===== src/rtl/rps_defs.vh =====
// named constants for the reset and power saving controller
// assumes inclusion by bare name from rtl/ design files
`ifndef RPS_DEFS_VH
`define RPS_DEFS_VH
// reset qualification, crystal clocks with the oscillator stable
`define RPS_QUAL_CLKS 24
// stretched internal reset length in clock cycles
`define RPS_STRETCH_CLKS 2048
// default oscillator stabilisation count after power-down wake
`define RPS_OSC_STAB_CLKS 8192
// program counter restart address
`define RPS_RESET_VECTOR 16'h0000
// power state codes
`define RPS_ST_RUN 2'h0
`define RPS_ST_IDLE 2'h1
`define RPS_ST_PDOWN 2'h2
`define RPS_ST_WAKE 2'h3
`endif


===== src/rtl/rps_reset_filter.v =====
// reset qualifier and stretcher for the reset and power saving controller
// assumes pins already synchronous to clk_sys and the oscillator stable
`timescale 1ns/1ns
`include "rps_defs.vh"
module rps_reset_filter #(
	parameter QUAL_CLKS = `RPS_QUAL_CLKS,
	parameter STRETCH_CLKS = `RPS_STRETCH_CLKS
) (
	clk_sys,
	sys_rst,
	rst_req,
	rst_active_r
);
	input wire clk_sys; // crystal clock
	input wire sys_rst; // power-on init of this filter
	input wire rst_req; // combined reset request level
	output reg rst_active_r; // stretched internal reset

	localparam QW = 6; // holds QUAL_CLKS
	localparam SW = 12; // holds STRETCH_CLKS - 1
	// full-width terminal counts, cut on purpose to the counters
	localparam [31:0] QUAL_LAST_W = QUAL_CLKS - 1;
	localparam [31:0] STR_LAST_W = STRETCH_CLKS - 1;
	localparam [QW-1:0] QUAL_LAST = QUAL_LAST_W[QW-1:0];
	localparam [SW-1:0] STR_LAST = STR_LAST_W[SW-1:0];

	reg [QW-1:0] qual_r; // cycles the request has been held
	reg [QW-1:0] qual_nxt;
	reg [SW-1:0] str_r; // cycles left in the stretch
	reg [SW-1:0] str_nxt;
	reg rst_active_nxt;
	reg qualified; // request held long enough

	// qualify then stretch; a short glitch never reaches the core
	always @* begin
		qualified = 1'b0;
		qual_nxt = qual_r;
		if (!rst_req) begin
			qual_nxt = {QW{1'b0}};
		end else if (qual_r == QUAL_LAST) begin
			qualified = 1'b1;
		end else begin
			qual_nxt = qual_r + 1'b1;
		end
		str_nxt = str_r;
		rst_active_nxt = rst_active_r;
		if (qualified) begin
			// a held pin keeps reloading, so stretch ends after release
			str_nxt = STR_LAST;
			rst_active_nxt = 1'b1;
		end else if (rst_active_r) begin
			if (str_r == {SW{1'b0}}) begin
				rst_active_nxt = 1'b0;
			end else begin
				str_nxt = str_r - 1'b1;
			end
		end
	end

	// state update
	always @(posedge clk_sys) begin
		if (sys_rst) begin
			qual_r <= {QW{1'b0}};
			str_r <= STR_LAST;
			rst_active_r <= 1'b1; // power-on counts as a reset
		end else begin
			qual_r <= qual_nxt;
			str_r <= str_nxt;
			rst_active_r <= rst_active_nxt;
		end
	end
endmodule


===== src/rtl/rps_top.v =====
// reset and power saving controller: reset pins, standby, idle, power-down
// assumes pins synchronous to clk_sys; clk_sys is the crystal clock and
// keeps ticking this block even while the oscillator stop output is high
//
// Overview of operation
// - either reset pin alone resets the device
// - reset held 24 clocks once oscillator stable
// - internal reset lasts 2048 clock cycles
// - standby bit set enters standby mode
// - standby gates only acquisition and display clocks
// - standby combines with idle or power-down
// - idle bit gates cpu, acquisition, display clocks
// - idle freezes cpu and registers, keeps pins
// - enabled interrupt clears idle bit, resumes
// - analog compare interrupt ends idle if enabled
// - in idle reset needs only 24 clocks
// - reset inits registers, display memory, pc zero
// - power-down bit stops the crystal oscillator
// - power-down keeps registers and data memory
// - power-down holds port pins at register values
// - analog compare interrupt wakes from power-down
// - hardware reset also ends power-down
`timescale 1ns/1ns
`include "rps_defs.vh"
module rps_top #(
	parameter QUAL_CLKS = `RPS_QUAL_CLKS,
	parameter STRETCH_CLKS = `RPS_STRETCH_CLKS,
	parameter OSC_STAB_CLKS = `RPS_OSC_STAB_CLKS,
	parameter STAB_W = 16
) (
	clk_sys,
	sys_rst,
	reset_pin_hi,
	reset_pin_n,
	standby_wr,
	standby_wdata,
	power_control_register_wr,
	idle_request_wdata,
	powerdown_request_wdata,
	irq_pending,
	acmp_irq,
	acmp_wake_en,
	standby_bit_r,
	idle_request_bit_r,
	powerdown_request_bit_r,
	int_rst_r,
	init_regs_r,
	pc_load_r,
	pc_value_r,
	osc_stop_r,
	clk_en_cpu_r,
	clk_en_acq_r,
	clk_en_disp_r,
	clk_en_periph_r,
	clk_en_adc_r,
	aux_mem_lost_r,
	hold_outputs_r,
	wake_irq_r
);
	input wire clk_sys; // crystal clock, 50 ns
	input wire sys_rst; // power-on init, sync active high
	input wire reset_pin_hi; // active-high reset pin
	input wire reset_pin_n; // active-low reset pin
	input wire standby_wr; // write strobe, bank select register
	input wire standby_wdata; // low-activity select bit value
	input wire power_control_register_wr; // write strobe, power control register
	input wire idle_request_wdata; // idle request bit value
	input wire powerdown_request_wdata; // power-down request bit value
	input wire irq_pending; // any enabled interrupt asserted
	input wire acmp_irq; // analog compare threshold interrupt
	input wire acmp_wake_en; // analog compare configured to wake
	output reg standby_bit_r; // bank select low-activity bit
	output reg idle_request_bit_r; // power control idle bit
	output reg powerdown_request_bit_r; // power control power-down bit
	output reg int_rst_r; // internal reset to the device
	output reg init_regs_r; // load predefined register values
	output reg pc_load_r; // load program counter
	output reg [15:0] pc_value_r; // restart address
	output reg osc_stop_r; // stop the crystal oscillator
	output reg clk_en_cpu_r; // cpu core clock enable
	output reg clk_en_acq_r; // acquisition clock enable
	output reg clk_en_disp_r; // display clock enable
	output reg clk_en_periph_r; // memory, bus, uart, timers, wdt, pwm
	output reg clk_en_adc_r; // analog compare adc clock enable
	output reg aux_mem_lost_r; // aux/display memory invalid
	output reg hold_outputs_r; // pins frozen at register values
	output reg wake_irq_r; // one pulse: service the wake interrupt

	// full-width settle count, cut on purpose to the counter width
	localparam [31:0] STAB_LAST_W = OSC_STAB_CLKS - 1;
	localparam [STAB_W-1:0] STAB_LAST = STAB_LAST_W[STAB_W-1:0];

	wire rst_req; // combined pin request
	wire rst_stretch; // qualified and stretched reset
	wire wake_any; // any wake source active

	reg [1:0] state_r; // power state
	reg [1:0] state_nxt;
	reg [STAB_W-1:0] stab_r; // oscillator settle counter
	reg [STAB_W-1:0] stab_nxt;
	reg idle_nxt;
	reg pd_nxt;
	reg wake_nxt;
	reg lost_nxt;

	// pins ORed: the idle one of the two never masks the other
	assign rst_req = reset_pin_hi | ~reset_pin_n;

	// enabled interrupt or configured analog compare interrupt
	assign wake_any = irq_pending | (acmp_irq & acmp_wake_en);

	rps_reset_filter #(
		.QUAL_CLKS(QUAL_CLKS),
		.STRETCH_CLKS(STRETCH_CLKS)
	) u_filter (
		.clk_sys(clk_sys),
		.sys_rst(sys_rst),
		.rst_req(rst_req),
		.rst_active_r(rst_stretch)
	);

	// power state machine
	always @* begin
		state_nxt = state_r;
		stab_nxt = stab_r;
		idle_nxt = idle_request_bit_r;
		pd_nxt = powerdown_request_bit_r;
		wake_nxt = 1'b0;
		lost_nxt = aux_mem_lost_r;
		case (state_r)
		`RPS_ST_RUN: begin
			// power-down wins if software sets both bits at once
			if (power_control_register_wr && powerdown_request_wdata) begin
				pd_nxt = 1'b1;
				idle_nxt = idle_request_wdata;
				state_nxt = `RPS_ST_PDOWN;
			end else if (power_control_register_wr && idle_request_wdata) begin
				idle_nxt = 1'b1;
				state_nxt = `RPS_ST_IDLE;
			end else if (power_control_register_wr) begin
				idle_nxt = 1'b0;
				pd_nxt = 1'b0;
			end
		end
		`RPS_ST_IDLE: begin
			if (wake_any) begin
				idle_nxt = 1'b0;
				wake_nxt = 1'b1;
				state_nxt = `RPS_ST_RUN;
			end
		end
		`RPS_ST_PDOWN: begin
			lost_nxt = 1'b1;
			if (wake_any) begin
				stab_nxt = STAB_LAST;
				state_nxt = `RPS_ST_WAKE;
			end
		end
		`RPS_ST_WAKE: begin
			// oscillator restarting: gated clocks stay off meanwhile
			if (stab_r == {STAB_W{1'b0}}) begin
				pd_nxt = 1'b0;
				idle_nxt = 1'b0;
				wake_nxt = 1'b1;
				state_nxt = `RPS_ST_RUN;
			end else begin
				stab_nxt = stab_r - 1'b1;
			end
		end
		default: begin
			state_nxt = `RPS_ST_RUN;
		end
		endcase
	end

	// state, bits and outputs; internal reset overrides all modes
	always @(posedge clk_sys) begin
		if (sys_rst || rst_stretch) begin
			// reset ends idle and power-down alike
			state_r <= `RPS_ST_RUN;
			stab_r <= {STAB_W{1'b0}};
			standby_bit_r <= 1'b0;
			idle_request_bit_r <= 1'b0;
			powerdown_request_bit_r <= 1'b0;
			int_rst_r <= 1'b1;
			init_regs_r <= 1'b1;
			pc_load_r <= 1'b1;
			pc_value_r <= `RPS_RESET_VECTOR;
			osc_stop_r <= 1'b0;
			clk_en_cpu_r <= 1'b0;
			clk_en_acq_r <= 1'b0;
			clk_en_disp_r <= 1'b0;
			clk_en_periph_r <= 1'b0;
			clk_en_adc_r <= 1'b0;
			aux_mem_lost_r <= 1'b0; // display memory reinitialised
			hold_outputs_r <= 1'b0;
			wake_irq_r <= 1'b0;
		end else begin
			state_r <= state_nxt;
			stab_r <= stab_nxt;
			if (standby_wr) begin
				standby_bit_r <= standby_wdata;
			end
			idle_request_bit_r <= idle_nxt;
			powerdown_request_bit_r <= pd_nxt;
			int_rst_r <= 1'b0;
			init_regs_r <= 1'b0;
			pc_load_r <= 1'b0;
			pc_value_r <= `RPS_RESET_VECTOR;
			// oscillator stops only in power-down proper
			osc_stop_r <= (state_nxt == `RPS_ST_PDOWN);
			// cpu frozen in idle, power-down and settle; wake runs it
			clk_en_cpu_r <= (state_nxt == `RPS_ST_RUN);
			// standby keeps acq/disp gated even after a wake
			clk_en_acq_r <= (state_nxt == `RPS_ST_RUN) &&
				!(standby_wr ? standby_wdata : standby_bit_r);
			clk_en_disp_r <= (state_nxt == `RPS_ST_RUN) &&
				!(standby_wr ? standby_wdata : standby_bit_r);
			// peripherals run in run and idle, stop with the oscillator
			clk_en_periph_r <= (state_nxt == `RPS_ST_RUN) ||
				(state_nxt == `RPS_ST_IDLE);
			clk_en_adc_r <= (state_nxt == `RPS_ST_RUN) ||
				(state_nxt == `RPS_ST_IDLE);
			// aux memory stays invalid until the next reset reloads it
			aux_mem_lost_r <= lost_nxt;
			// pins frozen whenever the cpu clock is gated outside reset; reset gates it with pins free
			hold_outputs_r <= (state_nxt != `RPS_ST_RUN);
			wake_irq_r <= wake_nxt;
		end
	end
endmodule


===== config.mk =====
export PLATFORM = sky130hd
export DESIGN_NAME = rps_top
export DESIGN_NICKNAME = d
export VERILOG_FILES = /design/src/rtl/rps_reset_filter.v /design/src/rtl/rps_top.v
export VERILOG_INCLUDE_DIRS = /design/src /design/src/rtl
export SDC_FILE = /design/constraint.sdc
export NUM_CORES = 1
export LEC_CHECK = 0
export BUFFER_PORTS_ARGS = -buffer_cell sky130_fd_sc_hd__buf_2
export CORE_UTILIZATION = 51
export CTS_BUF_LIST = sky130_fd_sc_hd__clkbuf_8
export DETAILED_ROUTE_END_ITERATION = 10
export GPL_ROUTABILITY_DRIVEN = 0
export PLACE_DENSITY = 0.85
export SYNTH_ARGS = -nofsm -noshare
export SYNTH_HDL_FRONTEND = slang
export SYNTH_SLANG_ARGS = --single-unit

===== constraint.sdc =====
create_clock -name clk_sys -period 2.65 [get_ports clk_sys]
set_clock_uncertainty 0.1 [all_clocks]
set_input_delay 0.265 -clock clk_sys [delete_from_list [all_inputs] [get_ports clk_sys]]
set_output_delay 0.265 -clock clk_sys [all_outputs]
set_load 0.1 [all_outputs]

* After elaboration in Yosys (flattened, before gate mapping)
Index checks and enable logic that the tools add are counted.
W data, S select, Z words.
** Operators by class
- Order comparisons :: 0
- Shift-type cells :: 0
- Mux-type cells :: 27
- Divide/modulo/power cells :: 0
- Eq/ne operators :: 13
- Multiply operators :: 0
- Bitwise logic cells :: 6
- Add/subtract/negate cells :: 3
- Reduce and logical (&&, ||, !) cells :: 20
** Operators with widths (number)
- $mux W16 :: 2
- $pmux W16 S2 :: 1
- $logic_not A16 Y1 :: 1
- $sub A16 B1 Y16 const B :: 1
- $mux W1 :: 15
- $logic_not A12 Y1 :: 1
- $sub A12 B1 Y12 const B :: 1
- $mux W2 :: 5
- $ne A2 B2 Y1 const B :: 4
- $pmux W2 S4 :: 1
- $reduce_and A4 Y1 :: 2
- $add A6 B1 Y6 const B :: 1
- $eq A2 B2 Y1 const B :: 3
- $eq A6 B5 Y1 const B :: 1
- $ne A3 B3 Y1 const B :: 2
- $reduce_bool A2 Y1 :: 3
- $eq A2 B1 Y1 const B :: 2
- $logic_not A2 Y1 :: 2
- $ne A4 B4 Y1 const B :: 1
- $pmux W1 S2 :: 2
- $reduce_or A2 Y1 :: 2
- $logic_and A1 B1 Y1 :: 3
- $not A1 Y1 :: 3
- $pmux W1 S3 :: 1
- other kinds (7) :: 9
** Word-level totals
- Latch bits :: 0
- Bits of input ports :: 12
- Memory bits (writable) :: 0
- Register bits :: 48
- Bits in read-only memories :: 0
- Logic and storage cells :: 85
- Output and inout bits :: 31
- Memories :: 0

* Longest topological paths before layout
Gate-level depths: netlist (run 1).
- Depth in word-level cells :: 6
- Gate-level depth with buffers :: 8
- Gate-level depth less buffers :: 7

* Cells and area by module
From an unflattened synthesis (run 1), not the netlist that was laid out.
** Unflattened totals
- Cells, all modules :: 283
- Area total of the unflattened synthesis :: 2448.6 µm²
** By module, submodules not included
- rps_top :: area each 1532.7 µm², times used 1, sequential area each 580.6 µm², cells an instance 181
- rps_reset_filter :: area each 915.9 µm², times used 1, sequential area each 380.4 µm², cells an instance 102

* Worst setup path before layout (run 1)
Ideal clock, no wire load.
- Path type :: flip-flop to flip-flop
- Start point :: reg u_filter.str_r[0]
- End point :: reg u_filter.str_r[5]
- Arrival :: 1703 ps
- Library setup time :: 129 ps
- Cell stages (with the launch flop) :: 8
- Period minus slack after synthesis :: 1933 ps
- Data required time :: 2421 ps
- Slack :: 717 ps
- Buffers on the path :: 0
- Cell sequence :: dfxtp_1 -> inv_1 -> ha_1 -> or3b_2 -> o41ai_4 -> nor2_1 -> xnor2_1 -> nand2_1
** Between the ends
- Longest elaborated chain between the ends :: 3
- Elaborated cells on any way between the ends :: 4
- Classes of those cells :: add/sub: 1; bitwise: 1; reduce/logical: 2
** RTL lines
- start: declaration :: line rps_reset_filter.v:29 : reg [SW-1:0] str_r;
- start signal: assignment :: line rps_reset_filter.v:68 : str_r <= str_nxt;
- parallel branches: the longest is 3 deep, another holds $sub A12 B1 Y12
Several ways; the timed one is not identified.
A chain may end at the register's enable or synchronous reset.

* Final worst setup path (run 1)
- Start point :: reg u_filter.str_r[0]
- End point :: reg u_filter.str_r[4]
The elaborated chain is that of the path after synthesis.

==> reports/metrics.yaml, run 1 <==
grt_max_degree: 26
power.leakage_nw: 1.00
cts.clk_slew.worst_paths_ns: 0.08
p_switching_w: 0.000357
drive_gt1_share_pct: 15.0
cts_made_buffers: 5
wirelength_um: 3970
wl_met2_um: 1860
arrival_ns: 2.21
track_usage_pct: 16.9
syn-cell-area_mm2: 0.00235
place_ws_ns: 0.493
clockPowerShare_pct: 33.2
wl_met3_um: 214
worstSetupStartpointType: "flop"
critPathKind: "flop to flop"
cts_tree: "done"
max_slew_margin_pct: 38.3
diodes: 0
drv_cap: 0
cts_sinks: 48
p_comb_share_pct: 11.0
dp_cells: 338
intPower_w: 0.000957
ys.flop_type: "dfxtp_1"
grt_pass1_wl_um: 6730
fin_ws_ns: 0.496
top_layer: "met4"
final_cell_count_no_fill: 346
setup_tns_ns: 0
dr.pass1.iters: 4
dieArea_mm2: 0.00489
cts_root_buf: "clkbuf_8"
worstMarginPinSlew_ns: 0.925
grt_pass1_vias: 1637
port_buffers: 26
finalSetupViolations: 0
dp_hpwl_um: 2900
synth.distinct_cells: 54
ctsHoldBuffers: 0
cts_resized: 0
post_drt_wl_per_cell_um: 11.5
async_reset_ff_share_pct: 0
power.density_mw_per_mm2: 522
worstSkewPairLatency_ns: 0.30
nNetsFinal: 308
fp.dieW_um: 69.9
vdd_ir_drop_max_mv: 0.382
vias_per_cell: 5.41
cts_buffer_depth: 2
critPathCaptureType: "flop"
p_sw_share_pct: 27.2
post_cts_buffers: 0
drc: 0
hold_violations: 0
rsz0062_at_grt: "false"
ys_warn_count: 0
fin_crit_sh_pct: 81.3
worstPathRequired_ns: 2.71
status: "completed"
vias: 1872
htreeDepth: 2
wl_met1_um: 1840
start_util_pct: 53.7
ys_seq_area_share_pct: 40.9
finalWorstPathRequiredPeriod_ns: 2.15
maxSlewViolCount: 0
max_freq_mhz: 464
antenna_found_initial: 0
grt_overflow: 0
synth_edf_count: 0
drt_iter0_drc: 80
ios: 43
avgSynthCellArea_um2: 8.62
syn_inst: 273
die_h_um: 69.9
hp-class: "input port to flop"
coreArea_mm2: 0.00438
ys_ff_latch: 48
num_rows: 24
ant_nets: 0
seqPwrFrac_pct: 55.8
syn2layout_area_growth_pct: 6.91
crit_fanout: 8
## registers in the layout, summed over array words and instances (netlist names)
register / cells
stab_r: 16
wake_irq_r: 1
clk_en_adc_r: 1
powerdown_request_bit_r: 1
clk_en_disp_r: 1
hold_outputs_r: 1
aux_mem_lost_r: 1
u_filter.qual_r: 6
u_filter.rst_active_r: 1
state_r: 2
pc_load_r: 1
u_filter.str_r: 12
standby_bit_r: 1
clk_en_cpu_r: 1
osc_stop_r: 1
idle_request_bit_r: 1
## worst max-delay path, cell delays in order (launching register included)
cell and delay (ns):
dfxtp_1 0.32, inv_1 0.08, ha_1 0.19, or3b_2 0.51, o41ai_4 0.44, nor4_1 0.13, xnor2_1 0.18, nand2_1 0.06
## cells in the mapped netlist, drive strengths merged (5+ instances only)
master	number	area share [%]
dfxtp	48	41
nor2	35	5.6
nand2	28	4.5
buf	21	6.6
a21oi	17	3.6
xor2	13	4.8
xnor2	11	4.1
nor3	9	1.9
nor4	8	2.4
clkbuf	7	1.1
nand3	6	1.3
o211ai	6	1.9
inv	5	0.80
## logic make-up after synthesis
family | synth area share [%]
XOR/XNOR | 8.94
buffers and inverters | 8.51
other | 0.159
adder cells (fa/ha/maj) | 1.60
multiplexers | 1.76
AND/OR/NAND/NOR | 24.3
flip-flops | 40.9
AO/OA/AOI/OAI | 13.9
## placed cells by master (no fill, tap or decap), types with 6 or more instances in the layout
master     n
nand3_1    6
nand2_1   28
buf_2     26
nor3_1     9
a21oi_1   17
xnor2_1   11
nor2_1    35
dfxtp_1   48
clkbuf_8   6
o211ai_1   6
xor2_1    13
conb_1    16
nor4_1     7
## power groups by stage
stage	sequential, W	combinational [W]	clock [W]
3_3_place_gp	0.000749	0.000143	0
4_1_cts	0.000733	0.000145	0.000452
3_5_place_dp	0.000750	0.000144	0
2_1_floorplan	0.000749	0.000148	0
6_report	0.000733	0.000145	0.000436
5_1_grt	0.000734	0.000153	0.000479
## final cells by class
type | count | area [um2]
repair buffers | 26 | 130
clock inverters | 2 | 10.0
flip-flops and latches | 48 | 961
inverters | 5 | 18.8
fillers | 414 | 1870
multi-input cells | 207 | 1250
clock buffers | 6 | 82.6
well taps | 52 | 65.1
## metal layers
| layer | vias up | global-route usage [%] |
|---|---|---|
| met1 | 856 | 20.3 |
| met4 | 0 | 7.33 |
| met2 | 57 | 28.2 |
| li1 | 953 | - |
| met5 | - | 0 |
| met3 | 6 | 4.76 |
## path summary, 6_finish.rpt
path,start,endpoint,slack (ns),cells past startpoint
setup / recovery,u_filter.str_r[0],u_filter.str_r[4],0.50,7
hold reg to reg,aux_mem_lost_r,aux_mem_lost_r,0.37,2
hold / removal,standby_wdata,standby_bit_r,0.12,3
setup reg to reg,u_filter.str_r[0],u_filter.str_r[4],0.50,7
## through the flow
step                      hold slack, ns  total power, W  utilization (%)  area, um2
after floorplan                    0.298        0.000896                -       2410
after global placement             0.349        0.000892             55.3       2420
after detailed placement           0.355        0.000894             55.3       2420
after CTS                          0.120         0.00133             57.4       2510
after global routing               0.151         0.00137             57.4       2510
final                              0.121         0.00131             57.4       2510
Power figures use the tool's default switching activity.
==> run 2, diff against run 1 <==
- ABC_AREA: unset -> 1
- PLACE_DENSITY: 0.85 -> 0.84
- clock period: 2.65 -> 2.07 ns (I/O delays scaled with it)
==> run 2 against run 1 <==
Utilization is 0.95 points higher. First-iteration DRC count rose to 2.7 times the previous value. Global-route usage increased by 3.0 points. Non-clock buffer count up 1. Register-to-register slack worse by 0.29 ns. Maximum frequency increased by 15%. Sequential share of layout area shrank 4.0 points. Synthesized cell count up 43%. Clock-buffer cell count stayed put. Power increased by 39%. Clock power grew 64%. Critical path type unchanged. Largest cell class unchanged.
==> reports/metrics.yaml, run 2 <==
finalWorstPathRequiredPeriod_ns: 1.87  # -0.287 ns
crit_path_frequent_cell: "nor2_1"
seqPwrFrac_pct: 51.3  # -4.5 points
wirelength_um: 5020  # +26%
maxSlewViolCount: 0  # unchanged
synth_area_leader_cell: "dfxtp_1"
largest_reg_flops: 16  # unchanged
crit_fanout: 13  # +5
multi_input_area_mm2: 0.00135  # +8.0%
arrival_ns: 1.90  # -0.31 ns
fin_crit_sh_pct: 90.2  # +8.9 points
syn-cell-area_mm2: 0.00259  # +10%
critPathCaptureType: "flop"
antenna_found_initial: 0  # unchanged
final_core_util_pct: 58.3  # +0.95 points
grt_pass1_vias: 2101  # +28%
track_usage_pct: 19.9  # +3.0 points
syn2layout_area_growth_pct: 8.30
grt_overflow: 0  # unchanged
busiest_layer: "met2"
ys_warn_count: 0  # unchanged
grt_pass1_wl_um: 8580  # +27%
cts_sinks: 48  # unchanged
post_drt_wl_per_cell_um: 10.4  # -9.4%
worstPathRequired_ns: 2.11  # -0.60 ns
slowest_stage: "nor2_1"
synthTopCellsByCount: "nand2_1, nor2_1, dfxtp_1, nand3_1, inv_1"
nFillCells: 453  # +9.4%
critPathKind: "flop to flop"
cts_made_buffers: 5  # unchanged
final_common_cell: "nand2_1"
drc: 0  # unchanged
dr.pass1.iters: 4  # unchanged
setup_tns_ns: 0  # unchanged
clockPowerShare_pct: 39.0  # +5.8 points
synth_top_area_share_pct: 37.0  # -3.8 points
worstSkewPairLatency_ns: 0.30  # about the same
cpLargestDelayFamily: "simple AND/OR/NAND/NOR gates"
cts_buffer_depth: 2  # unchanged
max_slew_margin_pct: 45.8  # +7.5 points
synth.distinct_cells: 32  # -41%
dp_hpwl_um: 3650  # +26%
p_comb_share_pct: 9.7  # -1.3 points
slowest_delay_ns: 0.62  # +0.11 ns
finalSetupViolations: 0  # unchanged
dieArea_mm2: 0.00538  # +10%
total_power_w: 0.00183  # +39%
power.density_mw_per_mm2: 651  # +25%
htreeDepth: 2  # unchanged
worstMarginPinSlew_ns: 0.810  # -0.115 ns
async_reset_ff_share_pct: 0  # unchanged
diodes: 0  # unchanged
hold_violations: 0  # unchanged
status: "completed"
fp.dieW_um: 73.3  # +4.9%
avgSynthCellArea_um2: 6.63  # -23%
cts_root_buf: "clkbuf_8"
hp-class: "input port to flop"
ys_ff_latch: 48  # unchanged
cp_cell_sequence: "ha_1 > nand2_1 > nor2_1 > inv_2 > nor2_1 > nor2_1 > o211ai_1"
use_met2_pct: 35.2  # +7.0 points
die_h_um: 73.3  # +4.9%
intPower_w: 0.00135  # +41%
synth_most_common_cell: "nand2_1"
drt_iter0_drc: 218  # +170%
p_sw_share_pct: 26.3  # -0.90 points
ys.flop_type: "dfxtp_1"
synthTopCellsByArea: "dfxtp_1, nand2_1, nor2_1"
grtUsageMet1_pct: 24.1  # +3.9 points
synth_edf_count: 0  # unchanged
drive_gt1_share_pct: 15.2  # +0.21 points
rsz0062_at_grt: "false"
num_rows: 25  # +4.2%
final_cell_mix: "nand2_1, nor2_1, dfxtp_1"
max_freq_mhz: 536  # +15%
reg.largest.list: "stab_r x16, u_filter.str_r x12, u_filter.qual_r x6"
cts.clk_slew.worst_paths_ns: 0.09  # about the same
largest_register: "stab_r"
start_util_pct: 53.8  # +0.19 points
regArea_um2: 961  # unchanged
p_switching_w: 0.000480  # +35%
nNetsFinal: 429  # +39%
ant_nets: 0  # unchanged
ios: 43  # unchanged
coreArea_mm2: 0.00482  # +9.9%
power.leakage_nw: 1.32  # +32%
syn_inst: 391  # +43%
vias: 2366  # +26%
crit_buf_inv: 1  # unchanged
vias_per_cell: 4.91  # -9.3%
cts_tree: "done"
port_buffers: 26  # unchanged
drv_cap: 0  # unchanged
worstSetupStartpointType: "flop"
grt_max_degree: 20  # -23%
ys_seq_area_share_pct: 37.0  # -3.8 points
vdd_ir_drop_max_mv: 0.384  # +0.42%
ctsHoldBuffers: 0  # unchanged
grtUsageMet3_pct: 4.39  # -0.37 points
run 2: changes by cell type after synthesis, sizes merged, moves of 4 or more:
cell and change:
nand2 +73, inv +36, nand3 +33, nor2 +33, o21ai +12, xnor2 -10
xor2 -10, nor4 -7, clkbuf -6, nand3b +5, o211ai -5, buf +4
nand2b -4, or3 -4
run 2: cells by family (layout without fill, tap and decap cells):
| family | Yosys count | in the layout | share of synthesized area, % |
|---|---|---|---|
| AOI/OAI and AO/OA | 38 | 38 | 8.10 |
| xor gates and xnor gates | 4 | 4 | 1.35 |
| adders and majority gates | 3 | 3 | 1.45 |
| buffers and inverters | 68 | 77 | 13.3 |
| DFF | 48 | 48 | 37.0 |
| other | 1 | 16 | 0.145 |
| and+or+nand+nor | 229 | 229 | 38.6 |
run 2: worst paths after layout:
kind | startpoint | endpoint | slack [ns] | depth (start not counted)
setup / recovery | u_filter.qual_r[0] | u_filter.str_r[1] | 0.20 | 7
hold / removal | standby_wr | standby_bit_r | 0.10 | 3
setup reg to reg | u_filter.qual_r[0] | u_filter.str_r[1] | 0.20 | 7
hold reg to reg | powerdown_request_bit_r | powerdown_request_bit_r | 0.37 | 2
run 2: repair_timing:
item,in CTS,in global routing
setup endpoints to repair,0,14
gates resized for setup,0,1
buffers inserted,0,0
endpoints found under the hold margin,0,0
run 2: worst register-to-register path: cells and delay by family, from the launching register on:
family	cells	cell delay (ns)
adder cells (fa/ha/maj)	1	0.23
AO/OA/AOI/OAI	1	0.17
AND/OR/NAND/NOR	4	0.80
flip-flops	1	0.34
buffers and inverters	1	0.06
run 2: per-layer routing:
layer  vias up  wire [um]
met5         -          0
met4         0         35
met3         5        179
met2        55       2470
met1      1062       2340
li1       1244          -
run 2: power groups by stage:
stage / combinational, W / clock, W / sequential, W
after global placement: 0.000176 / 0 / 0.000959
after global routing: 0.000190 / 0.000769 / 0.000939
after CTS: 0.000178 / 0.000728 / 0.000938
final: 0.000178 / 0.000713 / 0.000938
after detailed placement: 0.000178 / 0 / 0.000959
after floorplan: 0.000183 / 0 / 0.000958
run 2: area by class of cell:
cell class,instances,area share [%]
Clock buffer,6,2.94
Timing Repair Buffer,27,4.90
Tap cell,67,2.98
Clock inverter,2,1.38
Inverter,42,5.61
Sequential cell,48,34.2
Multi-Input combinational cell,290,48.0
run 2: stage by stage:
step / instances / hold slack (ns) / worst slack (ns) / cell area, um2
2_1_floorplan: 406 / 0.254 / 0.389 / 2650
3_3_place_gp: 474 / 0.349 / 0.225 / 2690
3_5_place_dp: 474 / 0.358 / 0.188 / 2690
4_1_cts: 482 / 0.103 / 0.154 / 2810
5_1_grt: 482 / 0.148 / 0.00916 / 2810
6_report: 482 / 0.101 / 0.203 / 2810
